**config.mk**
```make
export PLATFORM = sky130hd
export DESIGN_NAME = xioe_top
export DESIGN_NICKNAME = d
export VERILOG_FILES = /design/src/inc/xioe_pkg.sv /design/src/hdl/xioe_debounce.sv /design/src/hdl/xioe_edge_qual.sv /design/src/hdl/xioe_top.sv
export SDC_FILE = /design/constraint.sdc
export NUM_CORES = 1
export LEC_CHECK = 0
export BUFFER_PORTS_ARGS = -buffer_cell sky130_fd_sc_hd__buf_2
export CORE_ASPECT_RATIO = 0.6
export CORE_MARGIN = 4
export CORE_UTILIZATION = 60
export CTS_CLUSTER_DIAMETER = 100
export DETAILED_ROUTE_END_ITERATION = 10
export MAX_ROUTING_LAYER = met4
export PLACE_DENSITY = 0.81
export SYNTH_ARGS = -nofsm -noshare
export SYNTH_HDL_FRONTEND = slang
export SYNTH_SLANG_ARGS = --single-unit
```
**constraint.sdc**
```tcl
create_clock -name clk_sys -period 16.8 [get_ports clk_sys]
set_clock_uncertainty 0.15 [all_clocks]
set_input_delay 0 -clock clk_sys [delete_from_list [all_inputs] [get_ports clk_sys]]
set_output_delay 0 -clock clk_sys [all_outputs]
set_load 0.005 [all_outputs]
```
**src/inc/xioe_pkg.sv**
```systemverilog
/*
  shared constants, modes and helpers of the external i/o event conditioning block.
  assumes a single 100 MHz system clock and a 32-bit axi4-lite register bus.
*/
package xioe_pkg;

  // ------
  // timing
  // ------
  localparam int CLK_HZ = 100_000_000;
  localparam int CLK_NS = 10;
  localparam int MIN_PULSE_NS = 500;
  localparam int MIN_PULSE_CYC = (MIN_PULSE_NS + CLK_NS - 1) / CLK_NS;
  localparam int LOCKOUT_MS = 100;
  localparam int LOCKOUT_CYC = LOCKOUT_MS * (CLK_HZ / 1000);
  localparam int TRIG_END_MS = 500;
  localparam int TRIG_END_CYC = TRIG_END_MS * (CLK_HZ / 1000);
  localparam int DB_0P5_NS = 500;
  localparam int DB_1_NS = 1000;
  localparam int DB_2_NS = 2000;
  localparam int DB_5_NS = 5000;
  localparam int DB_10_NS = 10000;
  localparam int COMP_MAX_NS = 2000;
  localparam int COMP_MAX_CYC = COMP_MAX_NS / CLK_NS;

  // ------
  // register map
  // ------
  localparam logic [7:0] OFS_CTRL = 8'h00;
  localparam logic [7:0] OFS_MINW = 8'h04;
  localparam logic [7:0] OFS_STATUS = 8'h08;
  localparam logic [7:0] OFS_IRQ_STAT = 8'h0c;
  localparam logic [7:0] OFS_IRQ_MASK = 8'h10;
  localparam int CTRL_EV_MODE = 0;
  localparam int CTRL_OUT_SEL = 1;
  localparam int CTRL_TRIG_END_EN = 3;
  localparam int CTRL_START_MODE = 4;
  localparam int CTRL_STOP_MODE = 6;
  localparam int CTRL_DB_SEL = 8;
  localparam logic [31:0] CTRL_RST = 32'h0000_0000;
  localparam logic [15:0] MINW_RST = 16'(MIN_PULSE_CYC);
  localparam logic [4:0] IRQ_MASK_RST = 5'h00;
  localparam int IRQ_CYCLE = 0;
  localparam int IRQ_ARM = 1;
  localparam int IRQ_START = 2;
  localparam int IRQ_STOP = 3;
  localparam int IRQ_TRIG_END = 4;
  localparam logic [1:0] RESP_OKAY = 2'h0;
  localparam logic [1:0] RESP_SLVERR = 2'h2;

  // ------
  // modes and states
  // ------
  typedef enum logic [1:0] {EDGE_OFF, EDGE_RISE, EDGE_FALL} xioe_edge_e;
  typedef enum logic [1:0] {OUT_ALARM, OUT_REC, OUT_TRIG_END} xioe_outsel_e;
  typedef enum logic [2:0] {DB_OFF, DB_0P5, DB_1, DB_2, DB_5, DB_10} xioe_db_e;
  typedef enum logic [1:0] {QS_IDLE, QS_MEASURE, QS_LOCK} xioe_qstate_e;

  // stable-time in cycles of a debounce setting; unknown codes mean off
  function automatic logic [10:0] db_cycles(input logic [2:0] sel);
    case (sel)
      DB_0P5: db_cycles = 11'(DB_0P5_NS / CLK_NS);
      DB_1: db_cycles = 11'(DB_1_NS / CLK_NS);
      DB_2: db_cycles = 11'(DB_2_NS / CLK_NS);
      DB_5: db_cycles = 11'(DB_5_NS / CLK_NS);
      DB_10: db_cycles = 11'(DB_10_NS / CLK_NS);
      default: db_cycles = 11'h000;
    endcase
  endfunction : db_cycles

endpackage : xioe_pkg

```
**src/hdl/xioe_debounce.sv**
```systemverilog
/*
  synchroniser and debounce filter for the event input pin.
  assumes the pin is asynchronous to clk_sys; sel comes from clk_sys logic.
*/
`timescale 1ns/10ps
module xioe_debounce (
  input wire logic clk_sys,
  input wire logic rst,
  input wire logic pin,
  input wire logic [2:0] sel,
  output logic level,
  output logic rise
);

  typedef struct packed {
    logic s1;
    logic s2;
    logic filt;
    logic rise;
    logic [10:0] cnt;
  } xioe_db_s;

  xioe_db_s q, n;
  logic [10:0] need;

  always_comb begin
    n = q;
    need = xioe_pkg::db_cycles(sel);
    n.s1 = pin;
    n.s2 = q.s1;
    n.rise = 1'b0;
    if (q.s2 == q.filt) begin
      n.cnt = 11'h000;
    end else if (need == 11'h000 || q.cnt + 11'h001 >= need) begin
      // level has held for the full filter time
      n.filt = q.s2;
      n.rise = q.s2;
      n.cnt = 11'h000;
    end else begin
      n.cnt = q.cnt + 11'h001;
    end
  end

  always_ff @(posedge clk_sys or posedge rst) begin
    if (rst) begin
      q <= '{s1: 1'b1, s2: 1'b1, filt: 1'b1, rise: 1'b0, cnt: 11'h000};
    end else begin
      q <= n;
    end
  end

  assign level = q.filt;
  assign rise = q.rise;

endmodule : xioe_debounce

```
**src/hdl/xioe_edge_qual.sv**
```systemverilog
/*
  start/stop input qualifier: synchroniser, edge select, minimum width, lockout.
  assumes the pin is asynchronous to clk_sys; mode and min_width are clk_sys logic.
*/
`timescale 1ns/10ps
module xioe_edge_qual #(
  parameter int LOCK_CYC = xioe_pkg::LOCKOUT_CYC
) (
  input wire logic clk_sys,
  input wire logic rst,
  input wire logic pin,
  input wire logic [1:0] mode,
  input wire logic [15:0] min_width,
  output logic level,
  output logic evt,
  output logic locked
);

  localparam int CW = ($clog2(LOCK_CYC + 1) > 16) ? $clog2(LOCK_CYC + 1) : 16;

  if (LOCK_CYC < 1) begin : g_chk
    $error("lockout must be at least one cycle");
  end

  typedef struct packed {
    logic s1;
    logic s2;
    logic lvl;
    logic evt;
    xioe_pkg::xioe_qstate_e st;
    logic [CW-1:0] cnt;
  } xioe_eq_s;

  xioe_eq_s q, n;
  logic target;
  logic active;

  always_comb begin
    n = q;
    n.s1 = pin;
    n.s2 = q.s1;
    n.lvl = q.s2;
    n.evt = 1'b0;
    target = (mode == xioe_pkg::EDGE_RISE);
    active = (mode == xioe_pkg::EDGE_RISE) || (mode == xioe_pkg::EDGE_FALL);
    case (q.st)
      xioe_pkg::QS_IDLE: begin
        if (active && q.lvl != target && q.s2 == target) begin
          n.st = xioe_pkg::QS_MEASURE;
          n.cnt = CW'(1);
        end
      end
      xioe_pkg::QS_MEASURE: begin
        if (!active || q.s2 != target) begin
          n.st = xioe_pkg::QS_IDLE; // [RULE7]
        end else if (q.cnt >= CW'(min_width)) begin
          n.evt = 1'b1; // [RULE5] [RULE6] [RULE7]
          n.st = xioe_pkg::QS_LOCK;
          n.cnt = CW'(1);
        end else begin
          n.cnt = q.cnt + CW'(1);
        end
      end
      xioe_pkg::QS_LOCK: begin
        if (q.cnt >= CW'(LOCK_CYC)) begin
          n.st = xioe_pkg::QS_IDLE; // [RULE8]
        end else begin
          n.cnt = q.cnt + CW'(1);
        end
      end
      default: n.st = xioe_pkg::QS_IDLE;
    endcase
  end

  always_ff @(posedge clk_sys or posedge rst) begin
    if (rst) begin
      q <= '{s1: 1'b1, s2: 1'b1, lvl: 1'b1, evt: 1'b0, st: xioe_pkg::QS_IDLE, cnt: '0};
    end else begin
      q <= n; // [RULE12]
    end
  end

  assign level = q.lvl;
  assign evt = q.evt;
  assign locked = (q.st == xioe_pkg::QS_LOCK);

endmodule : xioe_edge_qual

```
**src/hdl/xioe_top.sv**
```systemverilog
/*
  external i/o event conditioning: event input, event output, start/stop inputs,
  axi4-lite registers and one level interrupt.
  assumes pins are asynchronous; alarm, recording, sweep and acquisition signals
  come from logic on clk_sys.
*/
// Notes on behaviour
// (RULE1) event input acts as cycle event or arm
// (RULE2) alarm mode drives output from alarm sources
// (RULE3) recording mode: output high while recording
// (RULE4) trigger end gives one 500 ms pulse
// (RULE5) start input: disabled, rising or falling edge
// (RULE6) stop input: disabled, rising or falling edge
// (RULE7) start/stop pulses under minimum width discarded
// (RULE8) 100 ms lockout for same event kind
// (RULE9) stop after start waits for acquisition begin
// (RULE10) selectable debounce filter on event input
// (RULE11) debounce delay compensated up to 2 us
// (RULE12) all pins pass two synchroniser flops
`timescale 1ns/10ps
module xioe_top #(
  parameter int AW = 8,
  parameter int TRIG_END_CYC = xioe_pkg::TRIG_END_CYC,
  parameter int LOCKOUT_CYC = xioe_pkg::LOCKOUT_CYC
) (
  input wire logic clk_sys,
  input wire logic rst,
  // axi4-lite slave
  input wire logic [AW-1:0] s_axi_awaddr,
  input wire logic s_axi_awvalid,
  output logic s_axi_awready,
  input wire logic [31:0] s_axi_wdata,
  input wire logic [3:0] s_axi_wstrb,
  input wire logic s_axi_wvalid,
  output logic s_axi_wready,
  output logic [1:0] s_axi_bresp,
  output logic s_axi_bvalid,
  input wire logic s_axi_bready,
  input wire logic [AW-1:0] s_axi_araddr,
  input wire logic s_axi_arvalid,
  output logic s_axi_arready,
  output logic [31:0] s_axi_rdata,
  output logic [1:0] s_axi_rresp,
  output logic s_axi_rvalid,
  input wire logic s_axi_rready,
  // pins
  input wire logic event_in,
  input wire logic start_in,
  input wire logic stop_in,
  output logic event_out,
  // acquisition side
  input wire logic alarm_chan,
  input wire logic alarm_calc,
  input wire logic recording_active,
  input wire logic sweep_done,
  input wire logic acq_started,
  output logic cycle_event,
  output logic [10:0] cycle_event_comp,
  output logic trigger_arm,
  output logic start_req,
  output logic stop_req,
  output logic irq
);

  localparam int TW = $clog2(TRIG_END_CYC + 1);

  if (AW < 5 || TRIG_END_CYC < 1 || LOCKOUT_CYC < 1) begin : g_chk
    $error("address width or timing parameter out of range");
  end

  // ------
  // state
  // ------
  typedef struct packed {
    logic ev_mode;
    logic [1:0] out_sel;
    logic trig_end_en;
    logic [1:0] start_mode;
    logic [1:0] stop_mode;
    logic [2:0] db_sel;
    logic [15:0] min_width;
    logic [4:0] irq_stat;
    logic [4:0] irq_mask;
    logic aw_ok;
    logic [AW-1:0] aw_addr;
    logic w_ok;
    logic [31:0] wdata;
    logic [3:0] wstrb;
    logic bvalid;
    logic [1:0] bresp;
    logic rvalid;
    logic [31:0] rdata;
    logic [1:0] rresp;
    logic start_pend;
    logic stop_pend;
    logic start_req;
    logic stop_req;
    logic cycle_evt;
    logic arm_evt;
    logic [10:0] comp;
    logic [TW-1:0] trig_cnt;
    logic event_out;
  } xioe_top_s;

  xioe_top_s q, n;

  logic ev_level;
  logic ev_rise;
  logic start_level;
  logic start_evt;
  logic start_locked;
  logic stop_level;
  logic stop_evt;
  logic stop_locked;
  logic wr;
  logic [31:0] ctrl_word;
  logic [31:0] status_word;
  logic [31:0] v;
  logic [4:0] irq_set;
  logic [10:0] filt_cyc;
  logic [10:0] comp_cyc;
  logic trig_start;

  // byte-lane merge of a write into a stored word
  function automatic logic [31:0] merge(input logic [31:0] old, input logic [31:0] nw,
                                        input logic [3:0] strb);
    for (int i = 0; i < 4; i++) begin
      merge[i*8 +: 8] = strb[i] ? nw[i*8 +: 8] : old[i*8 +: 8];
    end
  endfunction : merge

  // ------
  // input conditioning
  // ------
  xioe_debounce u_ev_db (
    .clk_sys(clk_sys),
    .rst(rst),
    .pin(event_in),
    .sel(q.db_sel),
    .level(ev_level),
    .rise(ev_rise)
  ); // [RULE10] [RULE12]

  xioe_edge_qual #(.LOCK_CYC(LOCKOUT_CYC)) u_start_q (
    .clk_sys(clk_sys),
    .rst(rst),
    .pin(start_in),
    .mode(q.start_mode),
    .min_width(q.min_width),
    .level(start_level),
    .evt(start_evt),
    .locked(start_locked)
  ); // [RULE5] [RULE7] [RULE8]

  xioe_edge_qual #(.LOCK_CYC(LOCKOUT_CYC)) u_stop_q (
    .clk_sys(clk_sys),
    .rst(rst),
    .pin(stop_in),
    .mode(q.stop_mode),
    .min_width(q.min_width),
    .level(stop_level),
    .evt(stop_evt),
    .locked(stop_locked)
  ); // [RULE6] [RULE7] [RULE8]

  // ------
  // register views
  // ------
  always_comb begin
    ctrl_word = 32'h0000_0000;
    ctrl_word[xioe_pkg::CTRL_EV_MODE] = q.ev_mode;
    ctrl_word[xioe_pkg::CTRL_OUT_SEL +: 2] = q.out_sel;
    ctrl_word[xioe_pkg::CTRL_TRIG_END_EN] = q.trig_end_en;
    ctrl_word[xioe_pkg::CTRL_START_MODE +: 2] = q.start_mode;
    ctrl_word[xioe_pkg::CTRL_STOP_MODE +: 2] = q.stop_mode;
    ctrl_word[xioe_pkg::CTRL_DB_SEL +: 3] = q.db_sel;
    status_word = {5'h00, filt_cyc - comp_cyc, 7'h00, q.trig_cnt != '0, q.stop_pend,
                   q.start_pend, stop_locked, start_locked, q.event_out, stop_level,
                   start_level, ev_level};
  end

  // the filter's delay is known, so up to 2 us of it is reported for back-dating
  assign filt_cyc = xioe_pkg::db_cycles(q.db_sel);
  assign comp_cyc = (filt_cyc > 11'(xioe_pkg::COMP_MAX_CYC)) ?
                    11'(xioe_pkg::COMP_MAX_CYC) : filt_cyc; // [RULE11]

  assign trig_start = sweep_done && q.ev_mode && q.trig_end_en; // [RULE4]

  // ------
  // next state
  // ------
  always_comb begin
    n = q;
    v = 32'h0000_0000;
    n.start_req = 1'b0;
    n.stop_req = 1'b0;
    n.cycle_evt = 1'b0;
    n.arm_evt = 1'b0;

    // event input: one source, two uses
    if (ev_rise && !q.ev_mode) begin
      n.cycle_evt = 1'b1; // [RULE1]
      n.comp = comp_cyc; // [RULE11]
    end
    if (ev_rise && q.ev_mode) begin
      n.arm_evt = 1'b1; // [RULE1]
    end

    // start/stop requests; a stop during a pending start is held
    if (start_evt) begin
      n.start_req = 1'b1;
      n.start_pend = 1'b1;
    end
    if (acq_started) begin
      n.start_pend = 1'b0;
    end
    if (stop_evt && (q.start_pend || start_evt) && !acq_started) begin
      n.stop_pend = 1'b1; // [RULE9]
    end else if (stop_evt || (q.stop_pend && acq_started)) begin
      n.stop_req = 1'b1; // [RULE9]
      n.stop_pend = 1'b0;
    end

    // trigger-end pulse timer
    if (trig_start) begin
      n.trig_cnt = TW'(TRIG_END_CYC); // [RULE4]
    end else if (q.trig_cnt != '0) begin
      n.trig_cnt = q.trig_cnt - TW'(1);
    end

    case (q.out_sel)
      xioe_pkg::OUT_ALARM: n.event_out = alarm_chan || alarm_calc; // [RULE2]
      xioe_pkg::OUT_REC: n.event_out = recording_active; // [RULE3]
      xioe_pkg::OUT_TRIG_END: n.event_out = (n.trig_cnt != '0); // [RULE4]
      default: n.event_out = 1'b0;
    endcase

    // axi write channels, taken in either order
    if (s_axi_awvalid && !q.aw_ok) begin
      n.aw_ok = 1'b1;
      n.aw_addr = s_axi_awaddr;
    end
    if (s_axi_wvalid && !q.w_ok) begin
      n.w_ok = 1'b1;
      n.wdata = s_axi_wdata;
      n.wstrb = s_axi_wstrb;
    end
    if (q.bvalid && s_axi_bready) begin
      n.bvalid = 1'b0;
    end

    irq_set = {trig_start, stop_evt, start_evt, ev_rise && q.ev_mode, ev_rise && !q.ev_mode};
    n.irq_stat = q.irq_stat | irq_set;

    if (wr) begin
      n.aw_ok = 1'b0;
      n.w_ok = 1'b0;
      n.bvalid = 1'b1;
      n.bresp = xioe_pkg::RESP_OKAY;
      case (q.aw_addr)
        AW'(xioe_pkg::OFS_CTRL): begin
          v = merge(ctrl_word, q.wdata, q.wstrb);
          n.ev_mode = v[xioe_pkg::CTRL_EV_MODE];
          n.out_sel = v[xioe_pkg::CTRL_OUT_SEL +: 2];
          n.trig_end_en = v[xioe_pkg::CTRL_TRIG_END_EN];
          n.start_mode = v[xioe_pkg::CTRL_START_MODE +: 2];
          n.stop_mode = v[xioe_pkg::CTRL_STOP_MODE +: 2];
          n.db_sel = v[xioe_pkg::CTRL_DB_SEL +: 3];
        end
        AW'(xioe_pkg::OFS_MINW): begin
          v = merge({16'h0000, q.min_width}, q.wdata, q.wstrb);
          n.min_width = v[15:0]; // [RULE7]
        end
        AW'(xioe_pkg::OFS_STATUS): ;
        AW'(xioe_pkg::OFS_IRQ_STAT): begin
          // write one to clear; a new event in the same cycle stays set
          if (q.wstrb[0]) begin
            n.irq_stat = (q.irq_stat & ~q.wdata[4:0]) | irq_set;
          end
        end
        AW'(xioe_pkg::OFS_IRQ_MASK): begin
          v = merge({27'h0, q.irq_mask}, q.wdata, q.wstrb);
          n.irq_mask = v[4:0];
        end
        default: n.bresp = xioe_pkg::RESP_SLVERR;
      endcase
    end

    // axi read channel
    if (q.rvalid && s_axi_rready) begin
      n.rvalid = 1'b0;
    end
    if (s_axi_arvalid && !q.rvalid) begin
      n.rvalid = 1'b1;
      n.rresp = xioe_pkg::RESP_OKAY;
      case (s_axi_araddr)
        AW'(xioe_pkg::OFS_CTRL): n.rdata = ctrl_word;
        AW'(xioe_pkg::OFS_MINW): n.rdata = {16'h0000, q.min_width};
        AW'(xioe_pkg::OFS_STATUS): n.rdata = status_word;
        AW'(xioe_pkg::OFS_IRQ_STAT): n.rdata = {27'h0, q.irq_stat};
        AW'(xioe_pkg::OFS_IRQ_MASK): n.rdata = {27'h0, q.irq_mask};
        default: begin
          n.rdata = 32'h0000_0000;
          n.rresp = xioe_pkg::RESP_SLVERR;
        end
      endcase
    end
  end

  assign wr = q.aw_ok && q.w_ok && !q.bvalid;

  // ------
  // registers
  // ------
  always_ff @(posedge clk_sys or posedge rst) begin
    if (rst) begin
      q <= '0;
      q.ev_mode <= xioe_pkg::CTRL_RST[xioe_pkg::CTRL_EV_MODE];
      q.out_sel <= xioe_pkg::CTRL_RST[xioe_pkg::CTRL_OUT_SEL +: 2];
      q.trig_end_en <= xioe_pkg::CTRL_RST[xioe_pkg::CTRL_TRIG_END_EN];
      q.start_mode <= xioe_pkg::CTRL_RST[xioe_pkg::CTRL_START_MODE +: 2];
      q.stop_mode <= xioe_pkg::CTRL_RST[xioe_pkg::CTRL_STOP_MODE +: 2];
      q.db_sel <= xioe_pkg::CTRL_RST[xioe_pkg::CTRL_DB_SEL +: 3];
      q.min_width <= xioe_pkg::MINW_RST;
      q.irq_mask <= xioe_pkg::IRQ_MASK_RST;
    end else begin
      q <= n;
    end
  end

  // ------
  // outputs
  // ------
  assign s_axi_awready = !q.aw_ok;
  assign s_axi_wready = !q.w_ok;
  assign s_axi_bvalid = q.bvalid;
  assign s_axi_bresp = q.bresp;
  assign s_axi_arready = !q.rvalid;
  assign s_axi_rvalid = q.rvalid;
  assign s_axi_rdata = q.rdata;
  assign s_axi_rresp = q.rresp;
  assign event_out = q.event_out;
  assign cycle_event = q.cycle_evt;
  assign cycle_event_comp = q.comp;
  assign trigger_arm = q.arm_evt;
  assign start_req = q.start_req;
  assign stop_req = q.stop_req;
  assign irq = |(q.irq_stat & q.irq_mask);

endmodule : xioe_top

```
---- After elaboration in Yosys (flattened, before gate mapping) ----
Cells that the tools add are included.
storage, ports and cells
  bits in registers ....................... 240
  output and inout bits ................... 58
operators by class
  add/subtract/negate cells ............... 5
  magnitude comparators ................... 6
  equal/unequal tests ..................... 40
  mux-type cells .......................... 55
  bitwise operators ....................... 6
  reduce and logical (&&, ||, !) cells .... 63
operators by type and width
  kind                   count
  $mux 24                6
  $pmux 24 s3            2
  $pmux 27 s5            1
  $mux 26                4
  $reduce_bool 26->1     2
  $pmux 10 s5            1
  $add 24x1->24 const B  2
  $ge 24x16->1           2
  $ge 24x24->1 const B   2
  $mux 11                4
  $mux 37                1
  $mux 35                1
  $eq 8x4->1 const B     4
  $sub 26x1->26 const B  1
  $reduce_and 3->1       7
  $mux 5                 4
  $logic_and 1x1->1      18
  $mux 1                 18
  $eq 8x3->1 const B     2
  $eq 8x5->1 const B     2
  $logic_not 8->1        2
  $reduce_or 5->1        3
  $mux 2                 6
  $pmux 2 s3             2
  other kinds (29)       78

---- Longest topological paths before layout ----
Gate-level depths: netlist of run 1.
  depth after elaboration ................. 7
  mapped depth ............................ 15
  mapped depth without buffers ............ 13

---- Cells and area by module ----
Synthesis of run 1 repeated with hierarchy kept, for this count alone.
unflattened totals
  cell total of the unflattened synthesis .. 1177
  area total of the unflattened synthesis .. 11887.7 sq um
modules (own cells, without submodules)
  module          times used  cells each  area each (sq um)  sequential area each (sq um)
  xioe_top        1           579         6531.3             3407.0
  xioe_edge_qual  2           252         2192.1             754.5
  xioe_debounce   1           94          972.2              379.1

---- Worst setup path after synthesis of run 1 ----
No wires, ideal clock.
  kind .................................... register -> register
  from .................................... register q, in the netlist ctrl_word[9]
  to ...................................... register u_ev_db.q[0] (netlist bit)
  setup time .............................. 0.072 ns
  data arrival time ....................... 2.763 ns
  required time ........................... 16.578 ns
  path slack .............................. 13.815 ns
  stages on the path, launching flop included .. 16
  path buffers ............................ 2
  period minus slack after synthesis ...... 2.985 ns
  cells stage by stage .................... dfrtp_1 -> clkbuf_1 -> inv_1 -> ha_1 -> nor2_1 -> and2_1 -> inv_1 -> ha_1 -> a21o_1 -> a21o_1 -> a21o_1 -> a21oi_1 -> o2111a_1 -> clkbuf_1 -> nand2_1 -> nor2_1
RTL lines
  element                   line                 source
  start: declaration        xioe_top.sv:105      xioe_top_s q, n;
  start signal: assignment  xioe_top.sv:327      q <= n;
  end signal: assignment    xioe_debounce.sv:46  q <= '{s1: 1'b1, s2: 1'b1, filt: 1'b1, rise: 1'b0, cnt: 11'h000};
  end signal: assignment    xioe_debounce.sv:48  q <= n;
  end: declaration          xioe_debounce.sv:23  xioe_db_s q, n;

---- Worst setup path in the final report of run 1 ----
  from .................................... register u_start_q.q[0] (netlist bit)
  to ...................................... register u_start_q.q[13] (netlist bit)
between the ends
  word-level cells in the longest chain between the ends .. 4
ends and longest elaborated chain
  element                                               line                                                              source
  start: declaration                                    xioe_edge_qual.sv:34                                              xioe_eq_s q, n;
  start signal: assignment                              xioe_edge_qual.sv:77                                              q <= '{s1: 1'b1, s2: 1'b1, lvl: 1'b1, evt: 1'b0, st: xioe_pkg::QS_IDLE, cnt: '0};
  start signal: assignment                              xioe_edge_qual.sv:79                                              q <= n;
  $add 24x1->24 / $ge 24x16->1 (equally long branches)  xioe_edge_qual.sv:61, xioe_edge_qual.sv:68, xioe_edge_qual.sv:56
  $mux 24                                               xioe_edge_qual.sv:56                                              end else if (q.cnt >= CW'(min_width)) begin
  $mux 24                                               xioe_edge_qual.sv:54                                              if (!active || q.s2 != target) begin
  $pmux 24 s3                                           xioe_edge_qual.sv:46                                              case (q.st)
Several ways; a longest one is shown, not always the timed one. The select of a mux whose other input is x is not followed.
A chain may end at the register's enable or synchronous reset.

==> summary.md, run 1 <==
| Metric | Value |
|---|---|
| Total routing usage reported by global routing | 0.285 |
| GP Congestion | 0.899 |
| R2r setup slk | 13.18 ns |
| Worst reg2reg path depth | 10 |
| Clock Tree Root | clkbuf_16 |
| Pleak | 6.02 nW |
| Xor/xnor cell area share of the yosys netlist | 0.0219 |
| Post-synth EDFFs | 0 |
| CTS tree | built |
| Share of layout cells above drive strength 1 | 0.195 |
| Mapped Cells | 1156 |
| Share of the synthesized area in the top cell type | 0.429 |
| Post-synth top area cell | dfrtp_1 |
| Fillers | 1397 |
| Main combinational cell family by area after synthesis | simple AND/OR/NAND/NOR gates |
| Setup crit end kind | flop |
| Initial antenna violation count | 0 |
| Max Fanout on Critical Path | 43 |
| Startpoint types | flop |
| CTS sink cnt | 211 |
| Antenna Violating Nets Remaining | 0 |
| Top cells by count, synth | 199 x dfrtp_1, 117 x nand2_1, 70 x mux2_2, 68 x nor2_1, 61 x ha_1 |
| Max Cap Viol | 0 |
| Met3 Use GR | 0.0439 |
| Hold Crit Endpoint | u_stop_q.n[28]$_DFF_PP1_ |
| I/O Buffers | 96 |
| Die Ht | 116 µm |
| Worst skew pair latency | 0.49 ns |
| Final wirelength | 29800 µm |
| Reg clk slew, reported paths | 0.07 ns |
| Crit share post-route | 0.216 |
| Relative slew margins | 0.202 |
| GRT met2 Usage | 0.426 |
| Initial core utilization | 0.611 |
| Initial DRC count | 856 |
| Finished Core Util | 0.698 |
| Final nets | 1387 |
| Met1 Use GR | 0.422 |
| Die Wd | 188 µm |
| Arr. time, crit path | 3.88 ns |
| Top Usage Layer GRT | met2 |
| Fmax | 276 MHz |
| Post-DP Area | 11900 µm² |
| Full die area | 21700 µm² |
| Mux share of post-synthesis cell area | 0.0740 |
| Congestion Overflow GR | 0 |
| Via density | 6.13 |
| Compound-Gate Fraction of Synth Area | 0.136 |
| Final-report max-slew violation count | 0 |
| Final hold vios | 0 |
| Vias in the first global route | 9134 |
| Overall Power | 1.66 mW |
| Minimum clock period | 3.62 ns |
| Routed len/inst | 19.6 µm |
| Global-route wire length before repair | 49000 µm |
| Ports | 125 |
| Post-Synth Adder-Cell Area | 0.0658 |
| Mapped Area | 11600 µm² |
| Vias | 9310 |
| FF-to-FF Start | u_start_q.q[0]$_DFFE_PP0P_ |
| # rows | 39 |
| Post-Syn Area per Cell | 10.0 µm² |
| Simple-gate share of the synthesized area | 0.183 |
| Cell area after layout | 13200 µm² |
| Pwr/cell area | 125 nW/µm² |
| Initial DRT Pass Iterations | 5 |
| Inserted Diodes | 0 |
| Yosys reg bits | 211 |
| Setup bufs post-CTS | 0 |
| # DRC | 0 |
| CTS buffer count | 20 |
| WP data required | 17.06 ns |
| H-tree depth | 1 |
| RSZ-0062 raised after global routing | false |
| Final setup violation count | 0 |
| Top-count cell post-synth | dfrtp_1 |
| Area growth from synthesis to layout | 14.2% |
| Worst R2R End | u_start_q.q[13]$_DFFE_PP0P_ |
| Maximum vdd drop | 0.100 mV |
| Outcome | completed |
| Worst-Margin Slew | 1.19 ns |
| Hpwl dp | 20700 µm |
| Core footprint | 19000 µm² |
| Max Buffers Root-to-Sink | 3 |
| Worst hold path type | in2reg |
| Fin Hold WS | 0.0156 ns |
| Setup TNS | 0 ns |
| Top cells by area, synth | dfrtp_1 43%, mux2_2 6.8%, ha_1 6.6% |
| Min-delay src | stop_in |
| Critical path type | reg2reg |
| Netlist cell types | 75 |
| WHS Path Cells | 2 |
| Pin count of the biggest net entering global routing | 140 |
| Seq/Total Area, Yosys | 0.456 |
| Yosys warning total | 0 |
| Ys async rst share | 1.00 |
| Ys flop type | dfrtp_1 |
==> final cells by class <==
type | instances | area, µm² | area share
inverters | 51 | 199 | 0.0150
clock inverters | 9 | 173 | 0.0130
multi-input cells | 819 | 5620 | 0.424
well taps | 246 | 308 | 0.0232
clock buffers | 27 | 588 | 0.0444
repair buffers | 156 | 1070 | 0.0806
flip-flops and latches | 211 | 5300 | 0.400
==> sequential cells by signal, indices dropped and copies added, names as in the netlist, 2 cells and up <==
signal	flops
ctrl_word	11
cycle_event_comp	9
s_axi_rdata	25
u_start_q.n	2
u_ev_db.q	12
u_stop_q.n	2
u_start_q.q	26
q	82
u_stop_q.q	26
==> cells in the final DEF (no fill, tap or decap), types with 7 or more instances in the layout <==
cell type | netlist | layout
dfrtp_1 | 199 | 199
nor3_1 | 21 | 21
mux2_2 | 70 | 70
nand3_1 | 53 | 53
nand2_1 | 117 | 117
a21o_1 | 16 | 16
dfstp_2 | 12 | 12
mux2i_1 | 7 | 7
o311ai_1 | 10 | 10
nor2_1 | 68 | 68
ha_1 | 61 | 61
and4_1 | 7 | 7
xor2_1 | 17 | 17
nor4_1 | 12 | 12
a22o_1 | 10 | 10
xnor2_1 | 12 | 12
a21oi_1 | 53 | 53
nor2b_1 | 14 | 13
a211oi_1 | 12 | 12
nand4_1 | 12 | 12
o21a_1 | 7 | 7
and3_1 | 25 | 25
dlygate4sd3_1 | 0 | 55
nand2b_1 | 19 | 19
buf_2 | 5 | 96
a31oi_1 | 25 | 25
clkbuf_16 | 0 | 21
o31ai_1 | 14 | 14
and2_1 | 13 | 13
inv_1 | 51 | 50
conb_1 | 2 | 12
or2_2 | 7 | 7
o21ai_0 | 37 | 37
==> cells by family after synthesis <==
family                   Yosys count
adder cells (fa/ha/maj)           61
AND/OR/NAND/NOR                  409
multiplexers                      77
XOR/XNOR                          29
flip-flops                       211
other                              2
AO/OA/AOI/OAI                    231
buffers and inverters            136
==> critical path, cell delays in order (launching register included) <==
cell       delay, ns
dfrtp_1         0.43
inv_1           0.16
ha_1            0.25
nand2b_1        0.15
a21o_1          0.18
a211o_1         0.30
a21oi_1         0.30
o2111ai_1       0.26
a21oi_4         0.85
o21ai_0         0.25
a31oi_1         0.23
==> power by group <==
group / total, mW / switching, mW / leakage, nW / internal (mW)
Clock: 0.521 / 0.198 / 0.372 / 0.323
Combinational: 0.465 / 0.268 / 2.97 / 0.196
Sequential: 0.672 / 0.0834 / 2.68 / 0.589
==> stage by stage <==
step,cells,setup WS [ns]
after global placement,1428,13.47
after detailed placement,1428,13.30
after CTS,1519,13.24
final,1519,13.18
after floorplan,1166,10.90
after global routing,1519,12.99
==> worst max-delay path by stage <==
stage                                     from                           to  slack (ns)
floorplan                                  rst     ctrl_word[0]$_DFFE_PP0P_       10.90
global placement    u_start_q.q[0]$_DFFE_PP0P_   u_start_q.q[8]$_DFFE_PP0P_       13.47
detailed placement  u_start_q.q[0]$_DFFE_PP0P_  u_start_q.q[13]$_DFFE_PP0P_       13.30
CTS                 u_start_q.q[0]$_DFFE_PP0P_  u_start_q.q[13]$_DFFE_PP0P_       13.24
global route        u_start_q.q[0]$_DFFE_PP0P_  u_start_q.q[19]$_DFFE_PP0P_       12.99
finish              u_start_q.q[0]$_DFFE_PP0P_  u_start_q.q[13]$_DFFE_PP0P_       13.18
==> what timing repair did <==
item                                   CTS  global route
endpoints found under the hold margin  192             0
hold buffers                            55             0
resized for setup                        0             0
==> layer usage <==
layer	vias up	part of all wire	routed length (µm)
li1	4314	-	-
met1	4558	0.48	14300
met2	392	0.42	12700
met3	46	0.079	2350
met4	0	0.018	550
met5	-	0	0
(Power assumes the default switching activity.)
==> run 2: changes to the inputs <==
--- a/config.mk
+++ b/config.mk
@@ -8,11 +8,11 @@
 export BUFFER_PORTS_ARGS = -buffer_cell sky130_fd_sc_hd__buf_2
 export CORE_ASPECT_RATIO = 0.6
 export CORE_MARGIN = 4
-export CORE_UTILIZATION = 60
+export CORE_UTILIZATION = 54
 export CTS_CLUSTER_DIAMETER = 100
 export DETAILED_ROUTE_END_ITERATION = 10
 export MAX_ROUTING_LAYER = met4
-export PLACE_DENSITY = 0.81
+export PLACE_DENSITY = 0.77
 export SYNTH_ARGS = -nofsm -noshare
 export SYNTH_HDL_FRONTEND = slang
 export SYNTH_SLANG_ARGS = --single-unit
==> constraint.sdc (replaced) <==
create_clock -name clk_sys -period 3.2 [get_ports clk_sys]
set_clock_uncertainty 0.15 [all_clocks]
set_input_delay 0 -clock clk_sys [delete_from_list [all_inputs] [get_ports clk_sys]]
set_output_delay 0 -clock clk_sys [all_outputs]
set_load 0.005 [all_outputs]
==> run 2 against run 1 <==
Via count rose by 0.71%. Power rose to 5.3 times the previous value. Final cell count rose by 3.9%. Core utilization fell by 5.9 points. Clock-buffer cell count rose by 2. Design area rose by 1.8%.
==> summary.md, run 2 (synthesized netlist as in run 1, its figures left out) <==
| Metric | Value |
|---|---|
| Outcome | completed |
| Pwr/cell area | 646 nW/µm² |
| Max Buffers Root-to-Sink | 3 |
| Combinational power share | 0.294 |
| Die Wd | 197 µm |
| Max reg flops | 82 |
| Max Cap Viol | 0 |
| # DRC | 0 |
| Setup crit end kind | flop |
| Fillers | 1682 |
| Reg clk slew, reported paths | 0.06 ns |
| Vias | 9376 |
| Pin count of the biggest net entering global routing | 85 |
| Initial DRT Pass Iterations | 7 |
| Crit share post-route | 0.956 |
| Final setup violation count | 0 |
| Initial antenna violation count | 0 |
| GP Congestion | 0.938 |
| Ports | 125 |
| Largest regs | q (82), u_start_q.q (26), u_stop_q.q (26) |
| Fmax | 327 MHz |
| Arr. time, crit path | 3.28 ns |
| Most flops, register | q |
| Final hold vios | 0 |
| Clock Tree Root | clkbuf_16 |
| Vias in the first global route | 8883 |
| Worst path cell trace | ha_1 -> nand3_1 -> nor4_1 -> buf_4 -> and3_1 -> and3_1 -> nor2b_1 -> buf_4 -> a211oi_1 -> o21ai_0 -> o21ai_1 |
| # rows | 41 |
| Minimum clock period | 3.06 ns |
| Core footprint | 21100 µm² |
| Largest stage delay on the critical path | 0.49 ns |
| Clock power frac | 0.303 |
| Full die area | 24000 µm² |
| WP data required | 3.42 ns |
| Final-report max-slew violation count | 0 |
| Congestion Overflow GR | 0 |
| Antenna Violating Nets Remaining | 0 |
| Worst hold path type | in2async |
| Critical path type | reg2reg |
| CP max-delay cell | nor4_1 |
| Worst skew pair latency | 0.51 ns |
| Maximum vdd drop | 0.463 mV |
| Total routing usage reported by global routing | 0.255 |
| Final nets | 1413 |
| Worst path buffer plus inverter count | 2 |
| Fin Hold WS | 0.0241 ns |
| NetSw | 2.97 mW |
| CTS buffer count | 21 |
| Top delay family on crit path | simple AND/OR/NAND/NOR gates |
| Sequential Power Share | 0.403 |
| Relative slew margins | 0.349 |
| Pleak | 6.14 nW |
| Initial DRC count | 941 |
| Initial core utilization | 0.550 |
| Via density | 5.94 |
| Startpoint types | flop |
| CTS sink cnt | 211 |
| Setup TNS | 0 ns |
| Int Pwr | 5.74 mW |
| Most frequent cells in the layout | 199 x dfrtp_1, 117 x nand2_1, 96 x buf_2 |
| CTS tree | built |
| Commonest non-fill, non-tap cell in the layout | dfrtp_1 |
| Global-route wire length before repair | 47900 µm |
| I/O Buffers | 96 |
| Hpwl dp | 21700 µm |
| Area growth from synthesis to layout | 16.2% |
| Die Ht | 122 µm |
| Worst-Margin Slew | 0.974 ns |
| Routed len/inst | 18.8 µm |
| Share of layout cells above drive strength 1 | 0.213 |
| Switching Share | 0.341 |
| Final wirelength | 29700 µm |
| Max Fanout on Critical Path | 6 |
| H-tree depth | 1 |
| RSZ-0062 raised after global routing | false |
==> run 2: changes by cell type in the layout (fill, tap and decap cells not counted), moves of 2 or more <==
cell,delta
dlygate4sd3_1,-4
buf_12,+3
buf_4,+26
clkinvlp_4,+2
clkbuf_8,-2
clkbuf_1,+4
==> run 2: tightest hold or removal path, delay by kind of cell <==
family                 cells  cell delay, ns
buffers and inverters      3            1.15
==> run 2: metal layers <==
metal,global-route usage,vias to the layer above,wire [µm],share of wire
met5,-,-,0,0
met1,0.396,4527,14500,0.49
met4,0.0597,0,678,0.023
li1,-,4393,-,-
met2,0.340,407,11900,0.40
met3,0.0531,49,2620,0.088
==> run 2: stage by stage <==
stage / worst slack [ns] / instances / util / power [mW] / instance area (µm²)
3_3_place_gp: 0.320 / 1489 / 0.580 / 5.84 / 12200
6_report: 0.141 / 1579 / 0.639 / 8.71 / 13500
2_1_floorplan: 0.215 / 1166 / - / 5.19 / 11600
3_5_place_dp: 0.182 / 1489 / 0.580 / 5.96 / 12200
4_1_cts: 0.166 / 1577 / 0.638 / 8.65 / 13500
5_1_grt: 0.00119 / 1578 / 0.639 / 9.17 / 13500
==> run 2: area by class of cell <==
type	count	area [µm²]	share of cell area
clock inverter	8	145	0.0108
sequential	211	5300	0.393
antenna	1	2.50	0.000186
clock buffer	29	576	0.0427
multi-input combinational	819	5640	0.418
tap	279	349	0.0259
timing repair buffer	181	1280	0.0952
inverter	51	195	0.0145
==> run 2: power groups by stage <==
stage | Clock, mW | Sequential (mW) | Combinational, mW
finish | 2.63 | 3.51 | 2.56
global route | 2.79 | 3.57 | 2.80
floorplan | 0 | 3.39 | 1.80
detailed placement | 0 | 3.54 | 2.41
CTS | 2.67 | 3.50 | 2.48
global placement | 0 | 3.52 | 2.32
==> run 2: what timing repair did <==
action	4_1_cts	5_1_grt
hold buffers	51	0
endpoints found under the setup margin	0	12
endpoints found under the hold margin	192	0
resized for setup	0	4
setup buffers	0	1
==> run 2: worst paths after layout <==
check / start / to / slack, ns / cells past startpoint
setup / recovery: u_start_q.q[0]$_DFFE_PP0P_ / u_start_q.q[16]$_DFFE_PP0P_ / 0.14 / 11
hold / removal: rst / q[3]$_DFF_PP0_ / 0.02 / 3
hold reg to reg: u_start_q.n[28]$_DFF_PP1_ / u_start_q.n[27]$_DFF_PP1_ / 0.20 / 0
setup reg to reg: u_start_q.q[0]$_DFFE_PP0P_ / u_start_q.q[16]$_DFFE_PP0P_ / 0.14 / 11
min in group clk_sys: s_axi_rready / s_axi_rvalid$_DFFE_PP0P_ / 0.07 / 3
max in group asynchronous: rst / u_stop_q.n[27]$_DFF_PP1_ / 1.99 / 4
